File: config.mk
export PLATFORM = sky130hd
export DESIGN_NAME = lefcf_top
export DESIGN_NICKNAME = d
export VERILOG_FILES = /design/src/lefcf_pkg.sv /design/src/lefcf_top.sv
export SDC_FILE = /design/constraint.sdc
export NUM_CORES = 1
export LEC_CHECK = 0
export BUFFER_PORTS_ARGS = -buffer_cell sky130_fd_sc_hd__buf_4
export CORE_AREA = 2 2 152 139
export DETAILED_ROUTE_END_ITERATION = 7
export DIE_AREA = 0 0 154 141
export PLACE_DENSITY = 0.62
export SETUP_SLACK_MARGIN = 0.3
export SYNTH_ARGS = -nofsm -noshare
export SYNTH_HDL_FRONTEND = slang
export SYNTH_SLANG_ARGS = --single-unit
File: constraint.sdc
create_clock -name clk_in -period 2 [get_ports clk_in]
set_input_delay 0.1 -clock clk_in [delete_from_list [all_inputs] [get_ports clk_in]]
set_output_delay 0.1 -clock clk_in [all_outputs]
set_load 0.03 [all_outputs]
File: src/lefcf_pkg.sv
/*
  Package for the link event and channel filter block: register offsets,
  event bit positions, reset values and the bus and event carriers.
  Assumes a single 200 MHz clock domain and a plain register port.
*/
// How it works
// - Isochronous channel n (0..31) accepted only while filter bit n is one.
// - Filter set by ones at 78h, cleared by ones at 7Ch; both read mask.
// - Event set register at 80h, clear register at 84h, bitwise.
// - Event bit sets on source rising edge, timer bit change or software set-register one.
// - Event bit clears only by writing one to the clear register.
// - Event register read returns events ANDed with the event mask at 88h.
// - Event bits 31, 30 and 28 are reserved and read zero.
// - Event bit 29 has no hardware source; software set and clear only.
// - Bit 27 sets from late-ack triggers only while late-ack enable is one.
// - Bit 26 sets on PHY byte arrival; byte readable in bits 23-16.
// - Bit 25 sets on cycle overrun while acting as cycle master.
// - Cycle overrun clears the cycle master enable, link control bit 21.
// - Bit 24 sets on fatal fault; blocks offending contexts' interrupts.
// - Bit 23 sets when received cycle start mismatches local cycle timer.
// - Bit 22 sets when no cycle start between two new-cycle events.
// - Missed cycle may be set early on a predicted loss.
// - Bit 21 sets whenever seconds counter bit 6 changes.
// - Bit 20 sets whenever cycle index bit 0 toggles.
package lefcf_pkg;

  localparam int ADDR_W = 8;

  // Register byte offsets
  localparam logic [7:0] OFS_FILTER_SET = 8'h78;
  localparam logic [7:0] OFS_FILTER_CLR = 8'h7C;
  localparam logic [7:0] OFS_EVENT_SET = 8'h80;
  localparam logic [7:0] OFS_EVENT_CLR = 8'h84;
  localparam logic [7:0] OFS_EVENT_MASK = 8'h88;
  localparam logic [7:0] OFS_LINK_CTRL = 8'h8C;
  localparam logic [7:0] OFS_PHY_DATA = 8'h90;
  localparam logic [7:0] OFS_IRQ_STATUS = 8'h94;
  localparam logic [7:0] OFS_IRQ_CLEAR = 8'h98;
  localparam logic [7:0] OFS_IRQ_ENABLE = 8'h9C;

  // Event bit positions
  localparam int EV_SOFT = 29;
  localparam int EV_LATE_ACK = 27;
  localparam int EV_PHY_BYTE = 26;
  localparam int EV_OVERRUN = 25;
  localparam int EV_FATAL = 24;
  localparam int EV_MISMATCH = 23;
  localparam int EV_MISSED = 22;
  localparam int EV_SIXTY_FOUR = 21;
  localparam int EV_NEW_CYCLE = 20;

  // Implemented event bits: 29, 27..20; reserved 31, 30, 28 read zero
  localparam logic [31:0] EV_IMPL_MASK = 32'h2FF0_0000;

  // Link control fields and the PHY data byte position
  localparam int LC_CYCLE_MASTER = 21;
  localparam int LC_LATE_ACK_EN = 29;
  localparam int PHY_BYTE_LSB = 16;

  // Reset values
  localparam logic [31:0] RST_FILTER = 32'h0000_0000;
  localparam logic [31:0] RST_EVENTS = 32'h0000_0000;
  localparam logic [31:0] RST_MASK = 32'h0000_0000;
  localparam logic [31:0] RST_LINK_CTRL = 32'h0000_0000;

  // Local interrupt status bits
  localparam int IRQ_W = 3;
  localparam int IRQ_PKT_DROP = 0;
  localparam int IRQ_PKT_TAKEN = 1;
  localparam int IRQ_EVENT = 2;

  // Register port request
  typedef struct packed {
    logic [ADDR_W-1:0] addr;
    logic [31:0] wdata;
    logic wr;
    logic rd;
  } lefcf_bus_t;

  // Hardware event sources, each a level whose rising edge counts
  typedef struct packed {
    logic rx_fifo_pending;
    logic phys_resp_busy;
    logic ack_tardy_sent;
    logic phy_byte_arrived;
    logic cycle_overrun_event;
    logic fatal_fault_event;
    logic cycle_time_mismatch_event;
    logic missed_cycle_event;
    logic missed_cycle_predicted;
  } lefcf_src_t;

  // Cycle timer view from the link
  typedef struct packed {
    logic [6:0] seconds_counter_field;
    logic [12:0] cycle_index_field;
  } lefcf_timer_t;

endpackage

File: src/lefcf_top.sv
/*
  Event register, isochronous receive channel filter and local interrupt
  block. Assumes sources come from link logic on clk_in and software
  drives the plain register port with one-cycle strobes.
*/
// Added by the designer: the strobed register port.
`timescale 1ns/10ps
module lefcf_top (
  input wire logic clk_in,
  input wire logic rstn_in,
  input wire logic ce_in,
  input wire lefcf_pkg::lefcf_bus_t bus_in,
  output logic [31:0] rdata_out,
  input wire lefcf_pkg::lefcf_src_t src_in,
  input wire lefcf_pkg::lefcf_timer_t timer_in,
  input wire logic [7:0] phy_byte_in,
  input wire logic iso_pkt_valid_in,
  input wire logic [5:0] iso_pkt_channel_in,
  output logic iso_pkt_accept_out,
  output logic [31:0] iso_rx_channel_enable_out,
  output logic cycle_start_source_enable_out,
  output logic late_ack_event_enable_out,
  output logic context_irq_block_out,
  output logic [31:0] event_pending_out,
  output logic irq_out
);

  logic [31:0] filter_reg;
  logic [31:0] events_reg;
  logic [31:0] events_next;
  logic [31:0] mask_reg;
  logic [31:0] link_ctrl_reg;
  logic [31:0] link_ctrl_next;
  logic [7:0] phy_data_reg;
  logic [31:0] rdata_reg;
  logic [lefcf_pkg::IRQ_W-1:0] irq_stat_reg;
  logic [lefcf_pkg::IRQ_W-1:0] irq_en_reg;
  logic [lefcf_pkg::IRQ_W-1:0] irq_hit;
  logic accept_reg;
  lefcf_pkg::lefcf_src_t src_prev_reg;
  lefcf_pkg::lefcf_timer_t timer_prev_reg;

  // Address decode
  wire wr_filter_set = bus_in.wr && bus_in.addr == lefcf_pkg::OFS_FILTER_SET;
  wire wr_filter_clr = bus_in.wr && bus_in.addr == lefcf_pkg::OFS_FILTER_CLR;
  wire wr_event_set = bus_in.wr && bus_in.addr == lefcf_pkg::OFS_EVENT_SET;
  wire wr_event_clr = bus_in.wr && bus_in.addr == lefcf_pkg::OFS_EVENT_CLR;
  wire wr_mask = bus_in.wr && bus_in.addr == lefcf_pkg::OFS_EVENT_MASK;
  wire wr_link = bus_in.wr && bus_in.addr == lefcf_pkg::OFS_LINK_CTRL;
  wire wr_irq_clr = bus_in.wr && bus_in.addr == lefcf_pkg::OFS_IRQ_CLEAR;
  wire wr_irq_en = bus_in.wr && bus_in.addr == lefcf_pkg::OFS_IRQ_ENABLE;

  // Rising edges of the hardware sources
  wire lefcf_pkg::lefcf_src_t src_rise = src_in & ~src_prev_reg;

  // Timer bit changes
  wire sec_bit6_chg = timer_in.seconds_counter_field[6]
    ^ timer_prev_reg.seconds_counter_field[6];
  wire cyc_bit0_chg = timer_in.cycle_index_field[0]
    ^ timer_prev_reg.cycle_index_field[0];

  wire late_ack_en = link_ctrl_reg[lefcf_pkg::LC_LATE_ACK_EN];
  wire cyc_master = link_ctrl_reg[lefcf_pkg::LC_CYCLE_MASTER];

  // Late-ack triggers gated by the enable; a trigger while disabled is lost
  wire late_ack_hit = late_ack_en && (src_rise.rx_fifo_pending
    || src_rise.phys_resp_busy || src_rise.ack_tardy_sent);

  // Overrun only meaningful while this node is cycle master
  wire overrun_hit = cyc_master && src_rise.cycle_overrun_event;

  // Early prediction folds into the same missed-cycle bit
  wire missed_hit = src_rise.missed_cycle_event
    || src_rise.missed_cycle_predicted;

  // Hardware event vector; bit 29 deliberately has no source
  logic [31:0] hw_set;
  always_comb
  begin
    hw_set = 32'h0000_0000;
    hw_set[lefcf_pkg::EV_LATE_ACK] = late_ack_hit;
    hw_set[lefcf_pkg::EV_PHY_BYTE] = src_rise.phy_byte_arrived;
    hw_set[lefcf_pkg::EV_OVERRUN] = overrun_hit;
    hw_set[lefcf_pkg::EV_FATAL] = src_rise.fatal_fault_event;
    hw_set[lefcf_pkg::EV_MISMATCH] =
      src_rise.cycle_time_mismatch_event;
    hw_set[lefcf_pkg::EV_MISSED] = missed_hit;
    hw_set[lefcf_pkg::EV_SIXTY_FOUR] = sec_bit6_chg;
    hw_set[lefcf_pkg::EV_NEW_CYCLE] = cyc_bit0_chg;
  end

  // Set beats clear, so an event in the clearing cycle survives
  wire [31:0] ev_set = hw_set | (wr_event_set ? bus_in.wdata : 32'h0);
  wire [31:0] ev_clr = wr_event_clr ? bus_in.wdata : 32'h0;
  assign events_next = ((events_reg & ~ev_clr) | ev_set)
    & lefcf_pkg::EV_IMPL_MASK;

  // Filter set/clear; set wins on a same-cycle conflict
  wire [31:0] filter_next = (filter_reg
    & ~(wr_filter_clr ? bus_in.wdata : 32'h0))
    | (wr_filter_set ? bus_in.wdata : 32'h0);

  // Link control: overrun drops cycle master, taking priority over software
  always_comb
  begin
    link_ctrl_next = link_ctrl_reg;
    if (wr_link)
      link_ctrl_next = bus_in.wdata;
    if (overrun_hit)
      link_ctrl_next[lefcf_pkg::LC_CYCLE_MASTER] = 1'b0;
  end

  // Masked event view used for reads only; the event interrupt takes unmasked new events
  wire [31:0] ev_masked = events_reg & mask_reg;

  // Channel filter check on a received isochronous packet
  wire pkt_ok = iso_pkt_valid_in && !iso_pkt_channel_in[5]
    && filter_reg[iso_pkt_channel_in[4:0]];

  // Local interrupt events
  always_comb
  begin
    irq_hit = '0;
    irq_hit[lefcf_pkg::IRQ_PKT_DROP] = iso_pkt_valid_in && !pkt_ok;
    irq_hit[lefcf_pkg::IRQ_PKT_TAKEN] = pkt_ok;
    irq_hit[lefcf_pkg::IRQ_EVENT] = |(ev_set & ~events_reg
      & lefcf_pkg::EV_IMPL_MASK);
  end

  // Read mux; unmapped and write-only offsets read zero
  logic [31:0] rd_mux;
  always_comb
  begin
    unique case (bus_in.addr)
      lefcf_pkg::OFS_FILTER_SET,
      lefcf_pkg::OFS_FILTER_CLR: rd_mux = filter_reg;
      lefcf_pkg::OFS_EVENT_SET,
      lefcf_pkg::OFS_EVENT_CLR: rd_mux = ev_masked;
      lefcf_pkg::OFS_EVENT_MASK: rd_mux = mask_reg;
      lefcf_pkg::OFS_LINK_CTRL: rd_mux = link_ctrl_reg;
      lefcf_pkg::OFS_PHY_DATA: rd_mux =
        {8'h00, phy_data_reg, 16'h0000};
      lefcf_pkg::OFS_IRQ_STATUS: rd_mux =
        {{(32-lefcf_pkg::IRQ_W){1'b0}}, irq_stat_reg};
      lefcf_pkg::OFS_IRQ_ENABLE: rd_mux =
        {{(32-lefcf_pkg::IRQ_W){1'b0}}, irq_en_reg};
      default: rd_mux = 32'h0000_0000;
    endcase
  end

  // Event, filter and control state
  always_ff @(posedge clk_in or negedge rstn_in)
  begin
    if (!rstn_in)
    begin
      filter_reg <= lefcf_pkg::RST_FILTER;
      events_reg <= lefcf_pkg::RST_EVENTS;
      mask_reg <= lefcf_pkg::RST_MASK;
      link_ctrl_reg <= lefcf_pkg::RST_LINK_CTRL;
      src_prev_reg <= '0;
      timer_prev_reg <= '0;
    end
    else if (ce_in)
    begin
      filter_reg <= filter_next;
      events_reg <= events_next;
      link_ctrl_reg <= link_ctrl_next;
      src_prev_reg <= src_in;
      timer_prev_reg <= timer_in;
      if (wr_mask)
        mask_reg <= bus_in.wdata;
    end
  end

  // Captured PHY byte, held until the next arrival
  always_ff @(posedge clk_in or negedge rstn_in)
  begin
    if (!rstn_in)
      phy_data_reg <= 8'h00;
    else if (ce_in && src_rise.phy_byte_arrived)
      phy_data_reg <= phy_byte_in;
  end

  // Local interrupt status: sticky, set beats write-one clear
  always_ff @(posedge clk_in or negedge rstn_in)
  begin
    if (!rstn_in)
    begin
      irq_stat_reg <= '0;
      irq_en_reg <= '0;
    end
    else if (ce_in)
    begin
      irq_stat_reg <= (irq_stat_reg & ~(wr_irq_clr
        ? bus_in.wdata[lefcf_pkg::IRQ_W-1:0] : '0)) | irq_hit;
      if (wr_irq_en)
        irq_en_reg <= bus_in.wdata[lefcf_pkg::IRQ_W-1:0];
    end
  end

  // Read data and packet accept, both one cycle after their request
  always_ff @(posedge clk_in or negedge rstn_in)
  begin
    if (!rstn_in)
    begin
      rdata_reg <= 32'h0000_0000;
      accept_reg <= 1'b0;
    end
    else if (ce_in)
    begin
      rdata_reg <= bus_in.rd ? rd_mux : 32'h0000_0000;
      accept_reg <= pkt_ok;
    end
  end

  assign rdata_out = rdata_reg;
  assign iso_pkt_accept_out = accept_reg;
  assign iso_rx_channel_enable_out = filter_reg;
  assign cycle_start_source_enable_out = cyc_master;
  assign late_ack_event_enable_out = late_ack_en;
  // Fatal fault blocks context interrupts while pending
  assign context_irq_block_out =
    events_reg[lefcf_pkg::EV_FATAL];
  assign event_pending_out = events_reg;
  assign irq_out = |(irq_stat_reg & irq_en_reg);

endmodule

# ---- Yosys cells after proc, flatten, opt, wreduce, memory -nomap -nowiden
# Index checks and enable logic that the tools add are counted.
dict set report totals {
  out_inout_bits 101
  wordCells 89
  in_bits 89
  register_bits 169
}
dict set report op_classes {
  reduce_logical 28
  bitwise_logic 18
  n_eq_ne 10
  magnitude_cmp 1
  n_mux 11
}
# cell count
set op_table {}
lappend op_table {{$pmux 32 s7} 1}
lappend op_table {{$mux 32} 3}
lappend op_table {{$eq 8x8->1 const B} 8}
lappend op_table {{$and 30x30->30} 2}
lappend op_table {{$mux 30} 2}
lappend op_table {{$not 30->30} 2}
lappend op_table {{$and 30x32->32} 1}
lappend op_table {{$and 32x32->32} 1}
lappend op_table {{$not 32->32} 1}
lappend op_table {{$or 32x32->32} 1}
lappend op_table {{$or 28x30->30} 1}
lappend op_table {{$or 30x30->30} 1}
lappend op_table {{$mux 22} 1}
lappend op_table {{$eq 8x7->1 const B} 2}
lappend op_table {{$logic_and 1x1->1} 14}
lappend op_table {{$and 9x9->9} 1}
lappend op_table {{$not 9->9} 1}
lappend op_table {{$reduce_or 9->1} 1}
lappend op_table {{$reduce_and 2->1} 4}
lappend op_table {{$and 3x3->3} 2}
lappend op_table {{$lt 5x6->1 const B} 1}
lappend op_table {{$bmux 1 s5} 1}
lappend op_table {{$reduce_or 2->1} 2}
lappend op_table {{$logic_or 1x1->1} 3}
lappend op_table {{8 further kinds} 11}

# ---- Logic depth before layout (Yosys ltp)
# Gate-level depths: netlist of run 1.
dict set report logic_depth {
  depth_word 9
  depth_mapped 7
  ltp_nobuf 5
}

# ---- Worst setup path after synthesis of run 1
# OpenSTA, ideal clock, no wires.
dict set report synth_path {
  path_kind {input port to flip-flop}
  start {in bus_in[38] (netlist bit)}
  end {reg mask_reg[10]}
  stages 5
  required_ns 1.875
  setup_ns 0.125
  n_path_buf 2
  t_arrival_ns 1.628
  setup_slack_ns 0.247
  cell_sequence {or4b_1 > buf_2 > nor4_4 > buf_6 > mux2_2}
}
dict set report synth_via {
  elab_chain_cells 3
}
# item line_no
set synth_rtl {}
lappend synth_rtl {{start, declared} lefcf_top.sv:12} ;# input wire lefcf_pkg::lefcf_bus_t bus_in,
lappend synth_rtl {{$eq 8x8->1} lefcf_top.sv:48} ;# wire wr_mask = bus_in.wr && bus_in.addr == lefcf_pkg::OFS_EVENT_MASK;
lappend synth_rtl {{$logic_and 1x1->1} lefcf_top.sv:48}
lappend synth_rtl {{$reduce_and 2->1 (no line)} -}
lappend synth_rtl {{end signal, assigned} lefcf_top.sv:158} ;# mask_reg <= lefcf_pkg::RST_MASK;
lappend synth_rtl {{end signal, assigned} lefcf_top.sv:171} ;# mask_reg <= bus_in.wdata;
lappend synth_rtl {{end, declared} lefcf_top.sv:31} ;# logic [31:0] mask_reg;
# Every way passes these cells.
# A chain may end at the register's enable or synchronous reset.

# ---- Worst setup path in the final report of run 1
dict set report layout_path {
  start {reg filter_reg[14] (netlist: iso_rx_channel_enable_out[14])}
  end {reg irq_stat_reg[0] (netlist bit)}
}
dict set report layout_via {
  elab_chain_cells 6
}
# item line_no
set layout_rtl {}
lappend layout_rtl {{start, declared} lefcf_top.sv:28} ;# logic [31:0] filter_reg;
lappend layout_rtl {{start signal, assigned} lefcf_top.sv:156} ;# filter_reg <= lefcf_pkg::RST_FILTER;
lappend layout_rtl {{start signal, assigned} lefcf_top.sv:165} ;# filter_reg <= filter_next;
lappend layout_rtl {{$bmux 1 s5} lefcf_top.sv:118} ;# && filter_reg[iso_pkt_channel_in[4:0]];
lappend layout_rtl {{$mux 1 (not written as such)} lefcf_top.sv:118}
lappend layout_rtl {{$logic_and 1x1->1} lefcf_top.sv:118}
lappend layout_rtl {{$logic_not 1->1} lefcf_top.sv:124} ;# irq_hit[lefcf_pkg::IRQ_PKT_DROP] = iso_pkt_valid_in && !pkt_ok;
lappend layout_rtl {{$logic_and 1x1->1} lefcf_top.sv:124}
lappend layout_rtl {{$or 3x3->3} lefcf_top.sv:195} ;# ? bus_in.wdata[lefcf_pkg::IRQ_W-1:0] : '0)) | irq_hit;
lappend layout_rtl {{end signal, assigned} lefcf_top.sv:194} ;# irq_stat_reg <= (irq_stat_reg & ~(wr_irq_clr
lappend layout_rtl {{end, declared} lefcf_top.sv:36} ;# logic [lefcf_pkg::IRQ_W-1:0] irq_stat_reg;
# Every way passes these cells. The select of a mux whose other input is x is not followed.

==> summary.md, run 1 <==
| Metric | Value |
|---|---|
| Result of the run | `completed` |
| Number of cells on the worst reg-to-reg path | `5` |
| Highest Clock Rate | `between 0.5 and 0.6 GHz` |
| Worst hold path type | `primary input to flip-flop` |
| Main area contributors after synthesis | `dfrtp_1, mux2_2, mux2i_1, o2bb2ai_1, inv_1` |
| CTS tree | `yes` |
| Row count | `50` |
| Synthesized instance count | `roughly 700` |
| Yosys warning total | `0` |
| Worst Setup Slack, final | `0.222 ns` |
| Vias post-DR | `between 6000 and 7000` |
| Worst-path cell chain | `mux2i_1 -> mux4_2 -> a31oi_4 -> nand4_1 -> o21a_1` |
| Clock Sinks | `163` |
| Average vias per placed instance | `between 5 and 6` |
| Post-DP HPWL | `~15000 um` |
| Antenna-violating nets left | `0` |
| Average size of a mapped cell | `between 10 and 15 um2` |
| WP buf/inv | `0` |
| Core outline area | `approximately 0.02 mm2` |
| Clock latency on the worst-skew pair | `between 0.4 and 0.5 ns` |
| Portion of synthesized cell area occupied by the leading cell type | `0.511` |
| Routability-driven placement congestion ratio | `about 0.8` |
| Wire length of the first global-routing pass | `35900 um` |
| Fin Setup TNS | `0 ns` |
| Clk_skew | `around 0.010 ns` |
| Power consumption | `between 7 and 8 mW` |
| Post-route worst hold slack | `0.0156 ns` |
| Required time at the worst-slack endpoint | `~2.3 ns` |
| Clock transition time at the flip-flop clock pins of the worst setup and hold paths | `0.07 ns` |
| Share of the cycle needed by the critical path after routing | `0.889` |
| Total leakage power | `between 5 and 6 nW` |
| Data arrival time of the worst path | `between 2 and 2.5 ns` |
| Synth-to-Final Area Change | `33.8%` |
| Antenna violations before repair | `0` |
| Critical Path Stages | `5` |
| Final Cell Area | `between 0.01 and 0.015 mm2` |
| Final setup violation count | `0` |
| Power Density | `between 700 and 800 mW/mm2` |
| DR iter-0 viols | `455` |
| Average routed wire per standard cell | `approximately 19 um` |
| Crit path time final | `1.78 ns` |
| Placed cell areas | `between 0.009 and 0.01 mm2` |
| Die area | `about 0.022 mm2` |
| Measured slew at the worst slew-check pin | `around 0.50 ns` |
| Number of nets in the layout | `1005` |
| Sequential-to-total area share from yosys stat | `0.511` |
| H-tree levels | `4` |
| Final Slew Violations | `0` |
| Crit path max fanout | `3` |
| Dominant cell type by area after synthesis | `dfrtp_1` |
| CP endpoint kind | `flip-flop` |
| Top-level I/O count | `190` |
| Slowest stage delay, CP | `around 0.52 ns` |
| Total length of routed wires | `22600 um` |
| Element type at the critical path start | `flip-flop` |
| Register bit total from synthesis | `163` |
| Port Buffer Count | `around 150` |
| Cell with the biggest individual delay on the critical path | `mux4_2` |
| Count of different cell masters after synthesis | `53` |
| Root buffer cell | `clkbuf_16` |
| Grt total ovfl | `0` |
| Most frequently used flop master after synthesis | `dfrtp_1` |
| Clock buffers created by TritonCTS | `17` |
| Area of the mapped netlist | `between 0.007 and 0.008 mm2` |
| DRC violations left | `0` |
| Share of synthesized registers carrying an async set or reset | `1.00` |
| Worst-case vdd ir drop | `a little under 0.0006 V` |
| Total inserted antenna cells | `0` |
| Tightest slew margin relative to the limit | `0.666` |
| Max-cap violation count | `0` |
| Unrepaired setup endpoints after global routing | `true` |
| Buffer levels on the longest clock path | `2` |
| Number of global-route vias before repair | `approximately 6300` |
| GRT Resource Usage Total | `0.215` |
| Die height | `~140 um` |
| Worst Hold Path Cells | `2` |
| Family with the most delay on the worst path | `multiplexers` |
| Starting utilization of the core area | `0.392` |
| Die Wd | `roughly 150 um` |
| WS Path Type | `flip-flop to flip-flop` |
| Ratio of cells with drive above 1 in the final layout | `0.328` |
| Number of enable flip-flop cells after synthesis | `0` |
| DP Worst Slack | `around 0.099 ns` |
| Pin count of the biggest net entering global routing | `60` |
| Final Hold Viols | `0` |
| TritonRoute pass-1 iters | `5` |
## cell usage after synthesis, types with 2 or more instances
library cell  count
mux2i_1          70
nor3_1            2
a32o_1           10
a32oi_1           5
buf_6             3
a222oi_1          6
nand3_1           4
buf_1             2
a221oi_1          4
buf_4            26
clkbuf_1         23
nand4_1           2
nand2_1          52
a22o_1            7
nor4_1            2
a31oi_1          10
dfrtp_1         163
a22oi_1           2
inv_1            55
buf_2             9
mux4_2            4
and3_1            3
a211o_1           2
o2bb2ai_1        32
xnor2_1           2
nor3b_1           4
nor2_1           26
o21ai_0          24
nor2b_1           9
nand3b_1          3
a21boi_0          2
a21oi_1          29
mux2_2           78
o22ai_1           5
## layout make-up
class                   count  area, um2
clock buffers              24        492
clock inverters             8        124
fillers                  1821       9660
inverters                  56        210
multi-input cells         439       3430
flip-flops and latches    163       4080
well taps                 260        325
repair buffers            239       2010
## routing by layer
layer | vias up | GRT usage | routed length [um] | part of all wire
li1 | 2911 | - | - | -
met1 | 3133 | 0.296 | 10400 | 0.46
met2 | 183 | 0.343 | 10800 | 0.48
met3 | 28 | 0.0464 | 1050 | 0.046
met4 | 0 | 0.0674 | 367 | 0.016
met5 | - | 0 | 0 | 0
## cells in the final DEF, fill, tap and decap left out, types with 5 or more instances in the layout
cell | Yosys | routed
a22o_1 | 7 | 7
nand2_1 | 52 | 52
a31oi_1 | 10 | 9
conb_1 | 1 | 23
buf_12 | 0 | 6
o22ai_1 | 5 | 5
nor2_1 | 26 | 26
dlygate4sd3_1 | 0 | 56
mux2_2 | 78 | 78
a32o_1 | 10 | 10
a32oi_1 | 5 | 5
dfrtp_1 | 163 | 160
a21oi_1 | 29 | 29
nor2b_1 | 9 | 9
clkbuf_16 | 0 | 17
inv_1 | 55 | 55
buf_4 | 26 | 176
o21ai_0 | 24 | 24
mux2i_1 | 70 | 70
a222oi_1 | 6 | 6
o2bb2ai_1 | 32 | 32
## power breakdown
part           internal, mW  total, mW  leakage [nW]  switching (mW)
combinational         0.435      0.982          3.01           0.547
clock                  2.10       3.42         0.296            1.32
sequential             3.43       3.53          2.02          0.0973
total                  5.96       7.93          5.33            1.97
## through the flow
stage	utilization	instances
2_1_floorplan	-	721
3_3_place_gp	0.463	1093
3_5_place_dp	0.463	1093
4_1_cts	0.525	1189
5_1_grt	0.525	1189
6_report	0.525	1189
## worst paths after layout
path	slack (ns)	start	end
min in group asynchronous	0.16	rstn_in	timer_prev_reg[0]$_DFFE_PN0P_
max in group asynchronous	1.18	rstn_in	link_ctrl_reg[4]$_DFFE_PN0P_
worst max register to register	0.22	iso_rx_channel_enable_out[14]$_DFFE_PN0P_	irq_stat_reg[0]$_DFFE_PN0P_
worst min-delay path	0.02	ce_in	src_prev_reg[8]$_DFFE_PN0P_
worst min register to register	0.48	link_ctrl_reg[27]$_DFFE_PN0P_	link_ctrl_reg[27]$_DFFE_PN0P_
worst max-delay path	0.22	iso_rx_channel_enable_out[14]$_DFFE_PN0P_	irq_stat_reg[0]$_DFFE_PN0P_
## repair_timing
item / CTS / global route
hold endpoints to repair: 221 / 0
setup buffers: 8 / 0
hold buffers: 56 / 0
pin swaps: 2 / 3
resized for setup: 3 / 3
setup endpoints to repair: 4 / 4
## cell families after synthesis
family	after synthesis	share of synthesized area
XOR/XNOR	2	0.00220
flip-flops	163	0.511
buffers and inverters	119	0.0725
other	1	0.000470
AO/OA/AOI/OAI	143	0.129
multiplexers	152	0.209
AND/OR/NAND/NOR	119	0.0756
Power figures use the tool's default switching activity.
==> run 2, diff against run 1 <==
--- a/config.mk
+++ b/config.mk
@@ -10,7 +10,7 @@
 export DETAILED_ROUTE_END_ITERATION = 7
 export DIE_AREA = 0 0 154 141
 export PLACE_DENSITY = 0.62
-export SETUP_SLACK_MARGIN = 0.3
+export SETUP_SLACK_MARGIN = 0.4
 export SYNTH_ARGS = -nofsm -noshare
 export SYNTH_HDL_FRONTEND = slang
 export SYNTH_SLANG_ARGS = --single-unit
==> summary.md, run 2 (same netlist as run 1, synthesis figures left out) <==
| Metric | Value |
|---|---|
| Result of the run | `completed` |
| Synth-to-Final Area Change | `35.1%` |
| Routed metal-1 wirelength | `10400 um (-0.28%)` |
| Unrepaired setup endpoints after global routing | `true` |
| Buffer levels on the longest clock path | `2 (unchanged)` |
| DR top layer | `met4` |
| Highest Clock Rate | `0.599 GHz (+6.5%)` |
| Clock Sinks | `163 (unchanged)` |
| Antenna-violating nets left | `0 (unchanged)` |
| Most used cells in the layout excluding fill and tap cells | `buf_4, dfrtp_1, mux2_2` |
| Most common library cell in the layout ignoring fill and taps | `buf_4` |
| Clock latency on the worst-skew pair | `0.42 ns (about the same)` |
| CTS tree | `yes` |
| WP buf/inv | `1 (+1)` |
| Worst hold path type | `primary input to flip-flop` |
| Family with the most delay on the worst path | `multiplexers` |
| Antenna violations before repair | `0 (unchanged)` |
| Share of the cycle needed by the critical path after routing | `0.835 (-0.0542)` |
| Data arrival time of the worst path | `1.98 ns (-0.11 ns)` |
| Routability-driven placement congestion ratio | `0.810 (-1.5%)` |
| Average vias per placed instance | `5.25 (-0.26%)` |
| Max-cap violation count | `0 (unchanged)` |
| Final Hold Viols | `0 (unchanged)` |
| Root buffer cell | `clkbuf_16` |
| Cell with the biggest individual delay on the critical path | `mux4_2` |
| Port Buffer Count | `148 (unchanged)` |
| Clk_skew | `0.00750 ns (-0.00297 ns)` |
| Crit path time final | `1.67 ns (-0.108 ns)` |
| Starting utilization of the core area | `0.392 (unchanged)` |
| Top-level I/O count | `190 (unchanged)` |
| Post-DP HPWL | `15400 um (+1.4%)` |
| TritonRoute pass-1 iters | `6 (+1)` |
| Number of global-route vias before repair | `6306 (+0.41%)` |
| WS Path Type | `flip-flop to flip-flop` |
| Fin Setup TNS | `0 ns (unchanged)` |
| Crit path max fanout | `3 (unchanged)` |
| Worst-path cell chain | `mux2i_1 -> mux4_2 -> a31oi_4 -> nand4_1 -> buf_6 -> o21a_1` |
| H-tree levels | `4 (unchanged)` |
| Final setup violation count | `0 (unchanged)` |
| Required time at the worst-slack endpoint | `2.31 ns (about the same)` |
| Total leakage power | `5.36 nW (+0.66%)` |
| Core outline area | `0.0203 mm2 (unchanged)` |
| CP endpoint kind | `flip-flop` |
| Die Wd | `154 um (unchanged)` |
| Average routed wire per standard cell | `18.9 um (-0.64%)` |
| Final Slew Violations | `0 (unchanged)` |
| Grt total ovfl | `0 (unchanged)` |
| Die area | `0.0217 mm2 (unchanged)` |
| Detail Route met3 WL | `1150 um (+9.5%)` |
| Clock buffers created by TritonCTS | `17 (unchanged)` |
| Total inserted antenna cells | `0 (unchanged)` |
| Count of filler cells inserted in the layout | `1820 (-0.055%)` |
| Number of nets in the layout | `1010 (+0.50%)` |
| Wire length of the first global-routing pass | `35500 um (-1.3%)` |
| Row count | `50 (unchanged)` |
| Clock transition time at the flip-flop clock pins of the worst setup and hold paths | `0.07 ns (about the same)` |
| DRC violations left | `0 (unchanged)` |
| Power consumption | `8.08 mW (+1.8%)` |
| Worst-case vdd ir drop | `0.000553 V (-6.8%)` |
| Die height | `141 um (unchanged)` |
| Element type at the critical path start | `flip-flop` |
| Vias post-DR | `6265 (+0.16%)` |
| Power Density | `749 mW/mm2 (+0.83%)` |
| DR iter-0 viols | `377 (-17%)` |
| Slowest stage delay, CP | `0.53 ns (about the same)` |
| Total length of routed wires | `22500 um (-0.23%)` |
| Ratio of cells with drive above 1 in the final layout | `0.354 (+0.0261)` |
| Met2 wire length | `10700 um (-0.51%)` |
| Pin count of the biggest net entering global routing | `49 (-18%)` |
| GRT Resource Usage Total | `0.212 (-0.00353)` |
-- run 2: layout make-up --
| type | count | area [um2] | area share |
|---|---|---|---|
| Tap cell | 260 | 325 | 0.0302 |
| Timing Repair Buffer | 244 | 2050 | 0.190 |
| Sequential cell | 163 | 4100 | 0.380 |
| Inverter | 56 | 210 | 0.0195 |
| Clock inverter | 12 | 179 | 0.0166 |
| Clock buffer | 20 | 457 | 0.0424 |
| Multi-Input combinational cell | 439 | 3460 | 0.321 |
-- run 2: worst reg2reg max path: cells and delay by family (launching register included) --
| kind | cells | cell delay [ns] |
|---|---|---|
| AO/OA/AOI/OAI | 2 | 0.32 |
| flip-flops | 1 | 0.36 |
| buffers and inverters | 1 | 0.15 |
| multiplexers | 2 | 0.61 |
| AND/OR/NAND/NOR | 1 | 0.12 |
-- run 2: metrics by stage --
step / setup slack [ns] / cells / area [um2] / utilization / hold WS [ns]
after detailed placement: 0.120 / 1096 / 9460 / 0.465 / 0.0820
after global placement: 0.171 / 1096 / 9460 / 0.465 / 0.0742
after CTS: 0.313 / 1189 / 10700 / 0.527 / 0.0195
after floorplan: 0.251 / 721 / 8090 / - / -0.196
final: 0.330 / 1194 / 10800 / 0.530 / 0.0368
after global routing: 0.287 / 1194 / 10800 / 0.530 / 0.0350
-- run 2: timing repair --
item                                   4_1_cts  5_1_grt
hold buffers                                54        0
setup endpoints to repair                    4        5
resized for setup                            5        6
endpoints found under the hold margin      169        0
setup buffers                                7        5
pin swaps                                    4        5
-- run 2: final timing paths --
kind	from	slack [ns]	depth (start not counted)	to
min reg2reg	rdata_out[11]$_DFFE_PN0P_	0.49	1	rdata_out[11]$_DFFE_PN0P_
max in group asynchronous	rstn_in	1.14	3	iso_rx_channel_enable_out[12]$_DFFE_PN0P_
max	iso_rx_channel_enable_out[9]$_DFFE_PN0P_	0.33	6	irq_stat_reg[0]$_DFFE_PN0P_
min in group asynchronous	rstn_in	0.17	2	timer_prev_reg[19]$_DFFE_PN0P_
max reg2reg	iso_rx_channel_enable_out[9]$_DFFE_PN0P_	0.33	6	irq_stat_reg[0]$_DFFE_PN0P_
min	ce_in	0.04	2	src_prev_reg[8]$_DFFE_PN0P_
-- run 2: per-layer routing --
layer | vias up | GRT usage
li1 | 2913 | -
met1 | 3155 | 0.292
met2 | 178 | 0.342
met3 | 19 | 0.0476
met4 | 0 | 0.0507
met5 | - | 0
-- run 2: power breakdown --
group	internal, mW	switching (mW)	total [mW]	leakage, nW
sequential	3.43	0.100	3.53	2.02
clock	2.16	1.39	3.55	0.303
combinational	0.444	0.551	0.995	3.04
